## config.mk

```make
export PLATFORM = sky130hd
export DESIGN_NAME = ptd_pump_delay
export DESIGN_NICKNAME = d
export VERILOG_FILES = /design/src/ptd_pump_delay.v
export VERILOG_INCLUDE_DIRS = /design/src /design/src/src
export SDC_FILE = /design/constraint.sdc
export NUM_CORES = 1
export LEC_CHECK = 0
export BUFFER_PORTS_ARGS = -buffer_cell sky130_fd_sc_hd__buf_2
export CAP_MARGIN = 20
export CORE_UTILIZATION = 59
export CTS_BUF_LIST = sky130_fd_sc_hd__clkbuf_4
export CTS_CLUSTER_DIAMETER = 30
export DETAILED_ROUTE_END_ITERATION = 7
export PLACE_DENSITY = 0.83
export SLEW_MARGIN = 15
export SYNTH_ARGS = -nofsm -noshare
export SYNTH_HDL_FRONTEND = slang
export SYNTH_SLANG_ARGS = --single-unit
```

## constraint.sdc

```tcl
create_clock -name clk_sys -period 2.67 [get_ports clk_sys]
set_input_delay 0.534 -clock clk_sys [delete_from_list [all_inputs] [get_ports clk_sys]]
set_output_delay 0.534 -clock clk_sys [all_outputs]
set_load 0.02 [all_outputs]
```

## src/ptd_defines.vh

```
// constants for the pump turn-on delay block
`ifndef PTD_DEFINES_VH
`define PTD_DEFINES_VH

`define PTD_CLK_HZ        200000000
`define PTD_DELAY_S       60
`define PTD_GATE_MS       10
`define PTD_THRESH_HZ     3250
`define PTD_SYNC_STAGES   2

`endif

```

## src/ptd_pump_delay.v

```verilog
// pump turn-on detector and hard-wired delay stage
// Operation
// - pump only after threshold rise, then delay
// - decision from primary conductivity channel only
// - fixed threshold well above zero-conductivity frequency
// - about 2500 Hz keeps detector low
// - about 4000 Hz drives detector high
// - detector output feeds delay stage unchanged
// - pump enable 60 seconds after input rises
`timescale 1ns/1ps
`include "ptd_defines.vh"

module ptd_pump_delay #(
  parameter CLK_HZ     = `PTD_CLK_HZ,
  parameter DELAY_S    = `PTD_DELAY_S,
  parameter GATE_MS    = `PTD_GATE_MS,
  parameter THRESH_HZ  = `PTD_THRESH_HZ,
  parameter GATE_CYC   = CLK_HZ / 1000 * GATE_MS,
  // 12e9 cycles at full size, beyond a 32-bit integer parameter
  parameter [63:0] DELAY_CYC = 64'd1 * CLK_HZ * DELAY_S,
  parameter THRESH_CNT = (THRESH_HZ * GATE_MS + 999) / 1000
) (
  input  wire clk_sys,
  input  wire rstn,
  input  wire primary_conductivity_channel,
  output wire thresh_above,
  output wire pump_en
);

  localparam GW = 32;
  localparam DW = 40;
  localparam EW = 16;
  localparam SW = `PTD_SYNC_STAGES;

  // delay stage states
  localparam [1:0] ST_IDLE = 2'h0;
  localparam [1:0] ST_WAIT = 2'h1;
  localparam [1:0] ST_ON   = 2'h2;

  localparam [GW-1:0] GATE_LAST  = GATE_CYC[GW-1:0] - {{(GW-1){1'b0}}, 1'b1};
  localparam [DW-1:0] DELAY_LAST = DELAY_CYC[DW-1:0] - {{(DW-1){1'b0}}, 1'b1};
  localparam [EW-1:0] THRESH_LIM = THRESH_CNT[EW-1:0];

  reg  [SW-1:0] rst_sync_q;
  wire          rst_n_i;
  reg           sq_q;
  reg           sq_prev_q;
  reg  [GW-1:0] gate_q;
  reg  [EW-1:0] edge_q;
  reg           above_q;
  wire          stage_in;
  reg  [1:0]    st_q;
  reg  [1:0]    st_d;
  reg  [DW-1:0] dly_q;
  reg  [DW-1:0] dly_d;
  reg           pump_q;
  reg           pump_d;
  wire          rise;
  wire          gate_end;

  // one step of the gate counter
  function [GW-1:0] gate_inc;
    input [GW-1:0] v;
    begin
      gate_inc = v + {{(GW-1){1'b0}}, 1'b1};
    end
  endfunction

  // one step of the delay counter
  function [DW-1:0] dly_inc;
    input [DW-1:0] v;
    begin
      dly_inc = v + {{(DW-1){1'b0}}, 1'b1};
    end
  endfunction

  // saturating tally, a runaway input must not wrap to a low count
  function [EW-1:0] edge_add;
    input [EW-1:0] v;
    input          inc;
    begin
      if (inc && (v != {EW{1'b1}})) begin
        edge_add = v + {{(EW-1){1'b0}}, 1'b1};
      end else begin
        edge_add = v;
      end
    end
  endfunction

  always @(posedge clk_sys or negedge rstn) begin
    if (!rstn) begin
      rst_sync_q <= {SW{1'b0}};
    end else begin
      rst_sync_q <= {rst_sync_q[SW-2:0], 1'b1};
    end
  end

  assign rst_n_i = rst_sync_q[SW-1];

  // frequency measured by counting rising edges over a fixed gate
  assign rise     = sq_q & ~sq_prev_q;
  assign gate_end = (gate_q == GATE_LAST);

  always @(posedge clk_sys or negedge rst_n_i) begin
    if (!rst_n_i) begin
      sq_q      <= 1'b0;
      sq_prev_q <= 1'b0;
    end else begin
      sq_q      <= primary_conductivity_channel;
      sq_prev_q <= sq_q;
    end
  end

  always @(posedge clk_sys or negedge rst_n_i) begin
    if (!rst_n_i) begin
      gate_q <= {GW{1'b0}};
    end else if (gate_end) begin
      gate_q <= {GW{1'b0}};
    end else begin
      gate_q <= gate_inc(gate_q);
    end
  end

  always @(posedge clk_sys or negedge rst_n_i) begin
    if (!rst_n_i) begin
      edge_q <= {EW{1'b0}};
    end else if (gate_end) begin
      edge_q <= {EW{1'b0}};
    end else begin
      edge_q <= edge_add(edge_q, rise);
    end
  end

  // level holds for a whole gate, so it only moves at gate ends
  always @(posedge clk_sys or negedge rst_n_i) begin
    if (!rst_n_i) begin
      above_q <= 1'b0;
    end else if (gate_end) begin
      // fixed threshold, no software trim so air drift cannot start it
      above_q <= (edge_add(edge_q, rise) >= THRESH_LIM);
    end
  end

  assign stage_in = above_q;

  always @(posedge clk_sys or negedge rst_n_i) begin
    if (!rst_n_i) begin
      st_q   <= ST_IDLE;
      dly_q  <= {DW{1'b0}};
      pump_q <= 1'b0;
    end else begin
      st_q   <= st_d;
      dly_q  <= dly_d;
      pump_q <= pump_d;
    end
  end

  // pump rises DELAY_CYC edges after the level is first seen high
  always @* begin
    st_d   = st_q;
    dly_d  = dly_q;
    pump_d = pump_q;
    case (st_q)
      ST_IDLE,
      ST_WAIT: begin
        if (!stage_in) begin
          st_d   = ST_IDLE;
          dly_d  = {DW{1'b0}};
          pump_d = 1'b0;
        end else if (dly_q == DELAY_LAST) begin
          st_d   = ST_ON;
          pump_d = 1'b1;
        end else begin
          st_d   = ST_WAIT;
          dly_d  = dly_inc(dly_q);
        end
      end
      ST_ON: begin
        if (!stage_in) begin
          st_d   = ST_IDLE;
          dly_d  = {DW{1'b0}};
          pump_d = 1'b0;
        end
      end
      default: begin
        st_d   = ST_IDLE;
        dly_d  = {DW{1'b0}};
        pump_d = 1'b0;
      end
    endcase
  end

  assign thresh_above = above_q;
  assign pump_en      = pump_q;

endmodule

```

==> results of run 1 <==
## sequential cells by signal, indices dropped and copies added, names as in the netlist
| signal | count |
|---|---|
| dly_q | 40 |
| edge_q | 16 |
| pump_en | 1 |
| thresh_above | 1 |
| sq_prev_q | 1 |
| st_q | 2 |
| rst_sync_q | 2 |
| sq_q | 1 |
| gate_q | 32 |
## repair_timing
action	4_1_cts	5_1_grt
hold buffers	1	0
setup endpoints to repair	0	1
endpoints found under the hold margin	2	0
## cells in the mapped netlist, types with 2 or more instances
cell / n / area, sq um
o2111ai_1: 2 / 17.5
and2_1: 5 / 31.3
buf_1: 2 / 7.51
nand3_1: 38 / 190
nor3_1: 20 / 100
and4_1: 6 / 52.6
nor4_1: 12 / 75.1
nor4_2: 6 / 75.1
buf_2: 5 / 25.0
nor3_2: 2 / 20.0
nand2_1: 30 / 113
nor4b_1: 5 / 43.8
o21ai_0: 7 / 35.0
buf_4: 3 / 22.5
ha_1: 3 / 37.5
a22o_1: 2 / 17.5
and3_1: 16 / 100
nor2b_1: 4 / 25.0
clkbuf_1: 7 / 26.3
nand2b_1: 3 / 18.8
or3_1: 6 / 37.5
a31o_2: 2 / 17.5
a31oi_1: 3 / 18.8
dfrtp_1: 96 / 2400
nand4_4: 2 / 42.5
inv_1: 12 / 45.0
nor2_1: 74 / 278
xnor2_1: 53 / 464
nand4_1: 22 / 138
a21oi_1: 6 / 30.0
a211o_1: 2 / 17.5
xor2_1: 24 / 210
## worst max-delay path by stage
stage / start / end / cells after the start
after floorplan: edge_q[0] / thresh_above / 8
after global placement: edge_q[0] / thresh_above / 8
after detailed placement: edge_q[0] / thresh_above / 8
after CTS: edge_q[0] / thresh_above / 8
after global routing: dly_q[11] / dly_q[39] / 8
final: dly_q[11] / dly_q[35] / 8
## cell usage in the layout, fill, tap and decap left out, types with 12 or more instances in the layout
master   netlist  final
dfrtp_1       96     95
nor4_1        12     12
nand3_1       38     38
and3_1        16     16
xnor2_1       53     53
nor2_1        74     74
nand4_1       22     22
xor2_1        24     24
inv_1         12     12
nor3_1        20     20
nand2_1       30     30
## logic make-up after synthesis
family | Yosys count | synth area share (%)
AND/OR/NAND/NOR | 262 | 29.6
flip-flops | 96 | 48.5
XOR/XNOR | 77 | 13.6
buffers and inverters | 30 | 2.63
AO/OA/AOI/OAI | 29 | 4.40
adder cells (fa/ha/maj) | 3 | 0.758
multiplexers | 2 | 0.429
other | 1 | 0.0757
## per-stage QoR
step / instance area, sq um / hold slack [ns] / worst slack, ns / total power, mW / util [%]
floorplan: 4950 / 0.238 / 0.383 / 1.76 / -
CTS: 5310 / 0.151 / 0.163 / 2.77 / 65.0
global route: 5310 / 0.153 / 0.0309 / 2.86 / 65.0
finish: 5310 / 0.190 / 0.202 / 2.74 / 65.0
global placement: 5110 / 0.321 / 0.331 / 1.79 / 62.6
detailed placement: 5110 / 0.322 / 0.198 / 1.80 / 62.6
## area by class of cell
cell class                 count  area (sq um)
clock buffer                   9          67.6
clock inverter                 7           119
fill                         633          2860
inverter                      13          48.8
multi-input combinational    374          2420
sequential                    96          2410
tap                          105           131
timing repair buffer          15           118
## power breakdown
group	leakage (nW)	switching (mW)	internal (mW)
logic	0.967	0.0937	0.0906
registers	1.27	0.0956	1.50
clock network	0.0942	0.490	0.476
## routing by layer
layer / vias to the layer above / global-route usage [%]
met5: - / 0
met4: 0 / 7.18
met3: 12 / 6.42
met2: 87 / 39.9
met1: 1804 / 29.4
li1: 1772 / -
## critical path, delay by kind of cell, from the launching register on
kind	cells	cell delay (ns)
xor gates and xnor gates	1	0.17
and+or+nand+nor	5	1.03
AOI/OAI and AO/OA	1	0.30
buffers and inverters	1	0.34
DFF	1	0.51
==> impl_metrics.toml, run 1 <==
[power]
ir_drop_mv = 0.434
power_density_nw_per_um2 = 516
power.leakage_nw = 2.33

[layout]
antennaDiodeCount = 0
finalNonFillerCells = 619
nets = 515
area_delta_synth_final_pct = 7.22
layout-drive-gt1-share_pct = 10.1

[synthesis]
synth_edf_count = 0
post_synth_num_cell_types = 52
syn_avg_cell_area_sq_um = 9.91
ys_ff_latch = 96
syn-cell-area_sq_um = 4950
async_flop_share_pct = 100
netlist_instances = 500
synth_nets = 506
ys_seq_area_share_pct = 48.5
ys.flop_type = "dfrtp_1"
yosysWarnings = 0

[cts]
cts_resized = 0
numCtsBuffers = 9
cts_setup_buffers = 0
cts_root_buf = "clkbuf_4"
clk_pin_slew_worst_paths_ns = 0.14
clkLatencyLatePin_ns = 0.46
clock_path_buffers = 2
htreeDepth = 3
cts_tree = "yes"
clock-sinks = 96

[worst_setup_path]
worstPathCellList = "nor4_1, nand4_1, o41ai_4, nand2_1, inv_2, nor3_1, xnor2_1, nor2_1"
worstSetupPathType = "register to register"
path_max_fanout = 23
worstSetupEndpointType = "register"
critPathMaxStageDelay_ns = 0.51
ff2ff_path_depth = 8
worst_ep_arrival_time_ns = 2.78
critPathSlowestCell = "dfrtp_1"
r2r-end = "dly_q[35]"
worstReg2RegStart = "dly_q[11]"
crit_required_ns = 2.98
start_kind = "register"
r2r_slack_ns = 0.20

[timing]
fmax_ghz = 0.405
hold_viol = 0
skew_ns = 0.0337
drv_slew = 0
rsz0062_at_grt = "no"
relSlewSlack_pct = 57.7
tns_ns = 0
post-route-min-period_ns = 2.47
setup_viol = 0
worst_slew_pin_slew_ns = 0.635
fin_crit_sh_pct = 92.4

[die]
start_util_pct = 60.6
pin_count = 5
die_x_um = 93.6
die_h_um = 93.6
dieArea_sq_um = 8770
coreArea_sq_um = 8180
std_cell_rows = 33

[global_routing]
grt_max_degree = 49
grt_pass1_wl_um = 16300
antenna_found_initial = 0
grtUsageTotal_pct = 23.6
grt_overflow = 0
grt_pass1_vias = 3613

[place]
place.gp.congestion = 0.890
dp_hpwl_um = 6590
dp.cells = 602
port_buffers = 4

[worst_hold_path]
hp-start = "primary_conductivity_channel"
hold_depth = 1
hold_class = "primary input to register"
hold_end = "sq_q"

[detailed_routing]
wl_met1_um = 4260
routed_wl_um = 9550
drtPass1Iterations = 6
top_layer_used = "met4"
drtIter0Drc = 231
drc_errors = 0
ant_nets = 0
num_vias = 3675
wl_met3_um = 412
wl_met2_um = 4790
via_per_inst = 5.94
wire_per_inst_um = 15.4

[flow_run]
drv_cap = 0

[status]
status = "finished, final reports clean"
Note: power is estimated with default switching activity, not from simulation.
==> run 2: changes to the inputs <==
Settings changed: CELL_PAD_IN_SITES_DETAIL_PLACEMENT from default to 2, CELL_PAD_IN_SITES_GLOBAL_PLACEMENT from default to 2, CORE_UTILIZATION 59 to 38, CTS_BUF_LIST sky130_fd_sc_hd__clkbuf_4 to default, PLACE_DENSITY 0.83 to 0.81.
==> impl_metrics.toml, run 2 (same netlist as run 1, synthesis figures left out) <==
[die]
pin_count = 5
die_x_um = 116
std_cell_rows = 41
coreArea_sq_um = 12700
start_util_pct = 39.1
dieArea_sq_um = 13500
die_h_um = 116

[cts]
clkLatencyLatePin_ns = 0.35
htreeDepth = 3
clock_path_buffers = 2
numCtsBuffers = 9
cts_root_buf = "clkbuf_16"
clk_pin_slew_worst_paths_ns = 0.07
cts_tree = "yes"
clock-sinks = 96

[worst_setup_path]
worstPathCellList = "and3_1, nand3_1, nor4_1, nand4_1, nor4_1, xnor2_1, nor2_1"
path_max_fanout = 6
path_buf_inv = 0
crit_top_cell = "nor4_1"
crit_required_ns = 2.90
worst_ep_arrival_time_ns = 2.68
critPathSlowestCell = "nor4_1"
cpLargestDelayFamily = "simple AND/OR/NAND/NOR gates"
worstSetupEndpointType = "register"
worstSetupPathType = "register to register"
start_kind = "register"
critPathMaxStageDelay_ns = 0.47

[detailed_routing]
drtIter0Drc = 141
wire_per_inst_um = 18.9
drc_errors = 0
routed_wl_um = 13000
drtPass1Iterations = 4
num_vias = 3819
ant_nets = 0
via_per_inst = 5.53

[timing]
fmax_ghz = 0.409
drv_slew = 0
setup_viol = 0
fin_crit_sh_pct = 91.7
skew_ns = 0.0103
rsz0062_at_grt = "no"
worst_slew_pin_slew_ns = 0.618
relSlewSlack_pct = 58.5
post-route-min-period_ns = 2.45
hold_viol = 0
tns_ns = 0

[layout]
nets = 520
largestRegisters = "dly_q x40, gate_q x32, edge_q x16"
layout_commonest_cell = "dfrtp_1"
regMostFlops = "dly_q"
area_delta_synth_final_pct = 11.8
fillers = 1399
final_area_sq_um = 5540
antennaDiodeCount = 0
largest_reg_flops = 40
layout_common_cells = "94 x dfrtp_1, 74 x nor2_1, 53 x xnor2_1"
layout-drive-gt1-share_pct = 11.2

[global_routing]
grt_overflow = 0
grt_max_degree = 95
grt_pass1_vias = 4286
grtUsageTotal_pct = 21.3
grt_pass1_wl_um = 22000
antenna_found_initial = 0

[worst_hold_path]
hold_class = "primary input to register"

[power]
ir_drop_mv = 0.304
power_density_nw_per_um2 = 547
finalPower_mw = 3.03
power.leakage_nw = 2.40

[place]
place.gp.congestion = 0.806
dp_hpwl_um = 8920
place_area_sq_um = 5250
port_buffers = 4

[status]
status = "finished, final reports clean"

[flow_run]
drv_cap = 0
-- run 2: worst paths after layout --
| kind | startpoint | to | slack, ns | depth (start not counted) |
|---|---|---|---|---|
| hold / removal | primary_conductivity_channel | sq_q | 0.30 | 1 |
| min in group asynchronous | rst_sync_q[1] | dly_q[18] | 0.38 | 1 |
| hold reg to reg | rst_sync_q[0] | rst_sync_q[1] | 0.35 | 0 |
| setup reg to reg | dly_q[8] | dly_q[39] | 0.22 | 7 |
| setup / recovery | dly_q[8] | dly_q[39] | 0.22 | 7 |
| max in group asynchronous | rst_sync_q[1] | edge_q[0] | 1.87 | 1 |
-- run 2: power by group --
group / internal (mW) / switching [mW]
Sequential: 1.50 / 0.0868
Clock: 0.675 / 0.558
Combinational: 0.0942 / 0.118
Total: 2.27 / 0.763
-- run 2: layout make-up --
type | count | area, sq um | area share [%]
Inverter | 13 | 48.8 | 0.881
Clock inverter | 3 | 17.5 | 0.316
Sequential cell | 96 | 2410 | 43.5
Tap cell | 172 | 215 | 3.89
Clock buffer | 12 | 256 | 4.63
Timing Repair Buffer | 20 | 168 | 3.03
Multi-Input combinational cell | 374 | 2420 | 43.8
-- run 2: through the flow --
step	hold slack (ns)	worst slack, ns	utilization (%)	instances
5_1_grt	0.302	0.0172	43.7	690
2_1_floorplan	0.238	0.383	-	500
6_report	0.298	0.223	43.7	690
3_3_place_gp	0.319	0.286	41.4	674
4_1_cts	0.286	0.141	43.7	690
3_5_place_dp	0.321	0.147	41.4	674
-- run 2: worst reg2reg max path: stages, from the launching register on --
cell	delay [ns]
dfrtp_1	0.41
and3_1	0.34
nand3_1	0.17
nor4_1	0.47
nand4_1	0.31
nor4_1	0.40
xnor2_1	0.18
nor2_1	0.06
-- run 2: repair_timing --
action | CTS | global route
hold buffers | 1 | 0
resized for setup | 0 | 2
endpoints found under the setup margin | 0 | 1
setup buffers | 0 | 0
endpoints found under the hold margin | 2 | 0
-- run 2: metal layers --
metal / track usage [%] / up-vias / wire length (um)
li1: - / 1773 / -
met1: 27.6 / 1998 / 6010
met2: 35.9 / 31 / 6530
met3: 3.01 / 17 / 214
met4: 8.97 / 0 / 248
met5: 0 / - / 0
==> run 3: changes to the inputs <==
Settings changed: CORE_ASPECT_RATIO from default to 1.2, CORE_MARGIN from default to 4, SKIP_CTS_REPAIR_TIMING from default to 1.
==> impl_metrics.toml, run 3 (same netlist as run 1, synthesis figures left out) <==
[timing]
hold_viol = 0
tns_ns = 0
setup_viol = 0
setup_slack_ns = 0.126
relSlewSlack_pct = 53.4
worst_slew_pin_slew_ns = 0.699
skew_ns = 0.00916
fmax_ghz = 0.393
post-route-min-period_ns = 2.54
drv_slew = 0
rsz0062_at_grt = "no"
fin_crit_sh_pct = 95.3

[power]
combPwrFrac_pct = 6.6
cell_internal_pwr_mw = 2.22
p_seq_share_pct = 53.3
power.share.clock_pct = 40.1
ir_drop_mv = 0.309
power.leakage_nw = 2.41
power.switching_mw = 0.786
power_density_nw_per_um2 = 542
switching_share_pct = 26.1

[flow_run]
drv_cap = 0

[die]
coreArea_sq_um = 12700
std_cell_rows = 45
pin_count = 5
dieArea_sq_um = 14900
die_x_um = 112
die_h_um = 133
start_util_pct = 38.9

[worst_setup_path]
ff2ff_path_depth = 9
start_kind = "register"
worstSetupEndpointType = "register"
worstReg2RegStart = "dly_q[15]"
worstSetupStartpoint = "dly_q[15]"
path_max_fanout = 16
crit_required_ns = 2.89
worst_ep_arrival_time_ns = 2.76
worstSetupPathType = "register to register"

[status]
status = "finished, final reports clean"

[layout]
layout_common_cells = "94 x dfrtp_1, 73 x nor2_1, 53 x xnor2_1"
area_delta_synth_final_pct = 12.1
largest_reg_flops = 40
layout_commonest_cell = "dfrtp_1"
largestRegisters = "dly_q x40, gate_q x32, edge_q x16"
nets = 519
antennaDiodeCount = 0
layout-drive-gt1-share_pct = 12.0
regMostFlops = "dly_q"

[place]
dpl_worst_slack_ns = 0.147
dp_hpwl_um = 9370
port_buffers = 4
place.gp.congestion = 0.840

[cts]
clkLatencyLatePin_ns = 0.35
clk_pin_slew_worst_paths_ns = 0.07
cts_root_buf = "clkbuf_16"
cts_tree = "yes"
htreeDepth = 3
clock_path_buffers = 2
clock-sinks = 96
numCtsBuffers = 9

[worst_hold_path]
hp-start = "primary_conductivity_channel"
hold_class = "primary input to register"
hold_depth = 1

[global_routing]
grtUsageTotal_pct = 18.6
grt_overflow = 0
grt_max_degree = 53
antenna_found_initial = 0
grt_pass1_wl_um = 22200
grt_pass1_vias = 4287

[detailed_routing]
via_per_inst = 5.53
routed_wl_um = 13000
drtIter0Drc = 166
num_vias = 3774
wire_per_inst_um = 19.0
drtPass1Iterations = 4
ant_nets = 0
drc_errors = 0
[run 3: metal layers]
layer  share of wire, %  wire length (um)  global-route usage (%)  up-vias
met3                1.4               180                    2.24       18
met2                 55              7190                    34.4       30
met1                 41              5260                    21.4     1946
met4                2.5               326                    7.95        0
met5                  0                 0                       0        -
li1                   -                 -                       -     1780
[run 3: stage by stage]
step / utilization (%) / hold WS (ns) / instances / power [mW] / instance area (sq um)
6_report: 43.6 / 0.290 / 682 / 3.01 / 5550
3_3_place_gp: 41.2 / 0.320 / 665 / 1.81 / 5240
3_5_place_dp: 41.2 / 0.324 / 665 / 1.83 / 5240
4_1_cts: 43.3 / -0.0609 / 681 / 3.06 / 5510
2_1_floorplan: - / 0.238 / 500 / 1.76 / 4950
5_1_grt: 43.6 / 0.275 / 682 / 3.16 / 5550
[run 3: worst paths after layout]
| path | endpoint | slack (ns) |
|---|---|---|
| min in group asynchronous | gate_q[19] | 0.38 |
| setup / recovery | dly_q[38] | 0.13 |
| max in group asynchronous | dly_q[1] | 1.61 |
| hold / removal | sq_q | 0.29 |
| setup reg to reg | dly_q[38] | 0.13 |
| hold reg to reg | rst_sync_q[1] | 0.36 |
[run 3: cell type report]
| type | instances | area, sq um |
|---|---|---|
| Timing Repair Buffer | 19 | 160 |
| Clock inverter | 6 | 46.3 |
| Inverter | 13 | 48.8 |
| Sequential cell | 96 | 2410 |
| Clock buffer | 10 | 229 |
| Multi-Input combinational cell | 374 | 2450 |
| Tap cell | 164 | 205 |
| Fill cell | 1404 | 7170 |
[run 3: power by group through the flow]
stage / logic [mW] / clock network, mW / registers (mW)
after floorplan: 0.176 / 0 / 1.58
after CTS: 0.203 / 1.25 / 1.60
after global routing: 0.231 / 1.32 / 1.61
after global placement: 0.188 / 0 / 1.62
after detailed placement: 0.202 / 0 / 1.63
final: 0.199 / 1.21 / 1.60
[run 3: worst max-delay path, cell delays in order (launching register included)]
cell,delay (ns)
dfrtp_1,0.47
nor4_1,0.46
nand4_1,0.28
o41ai_4,0.33
nand2_1,0.13
inv_2,0.19
buf_12,0.18
nor4_1,0.08
xnor2_1,0.20
nor2_1,0.08
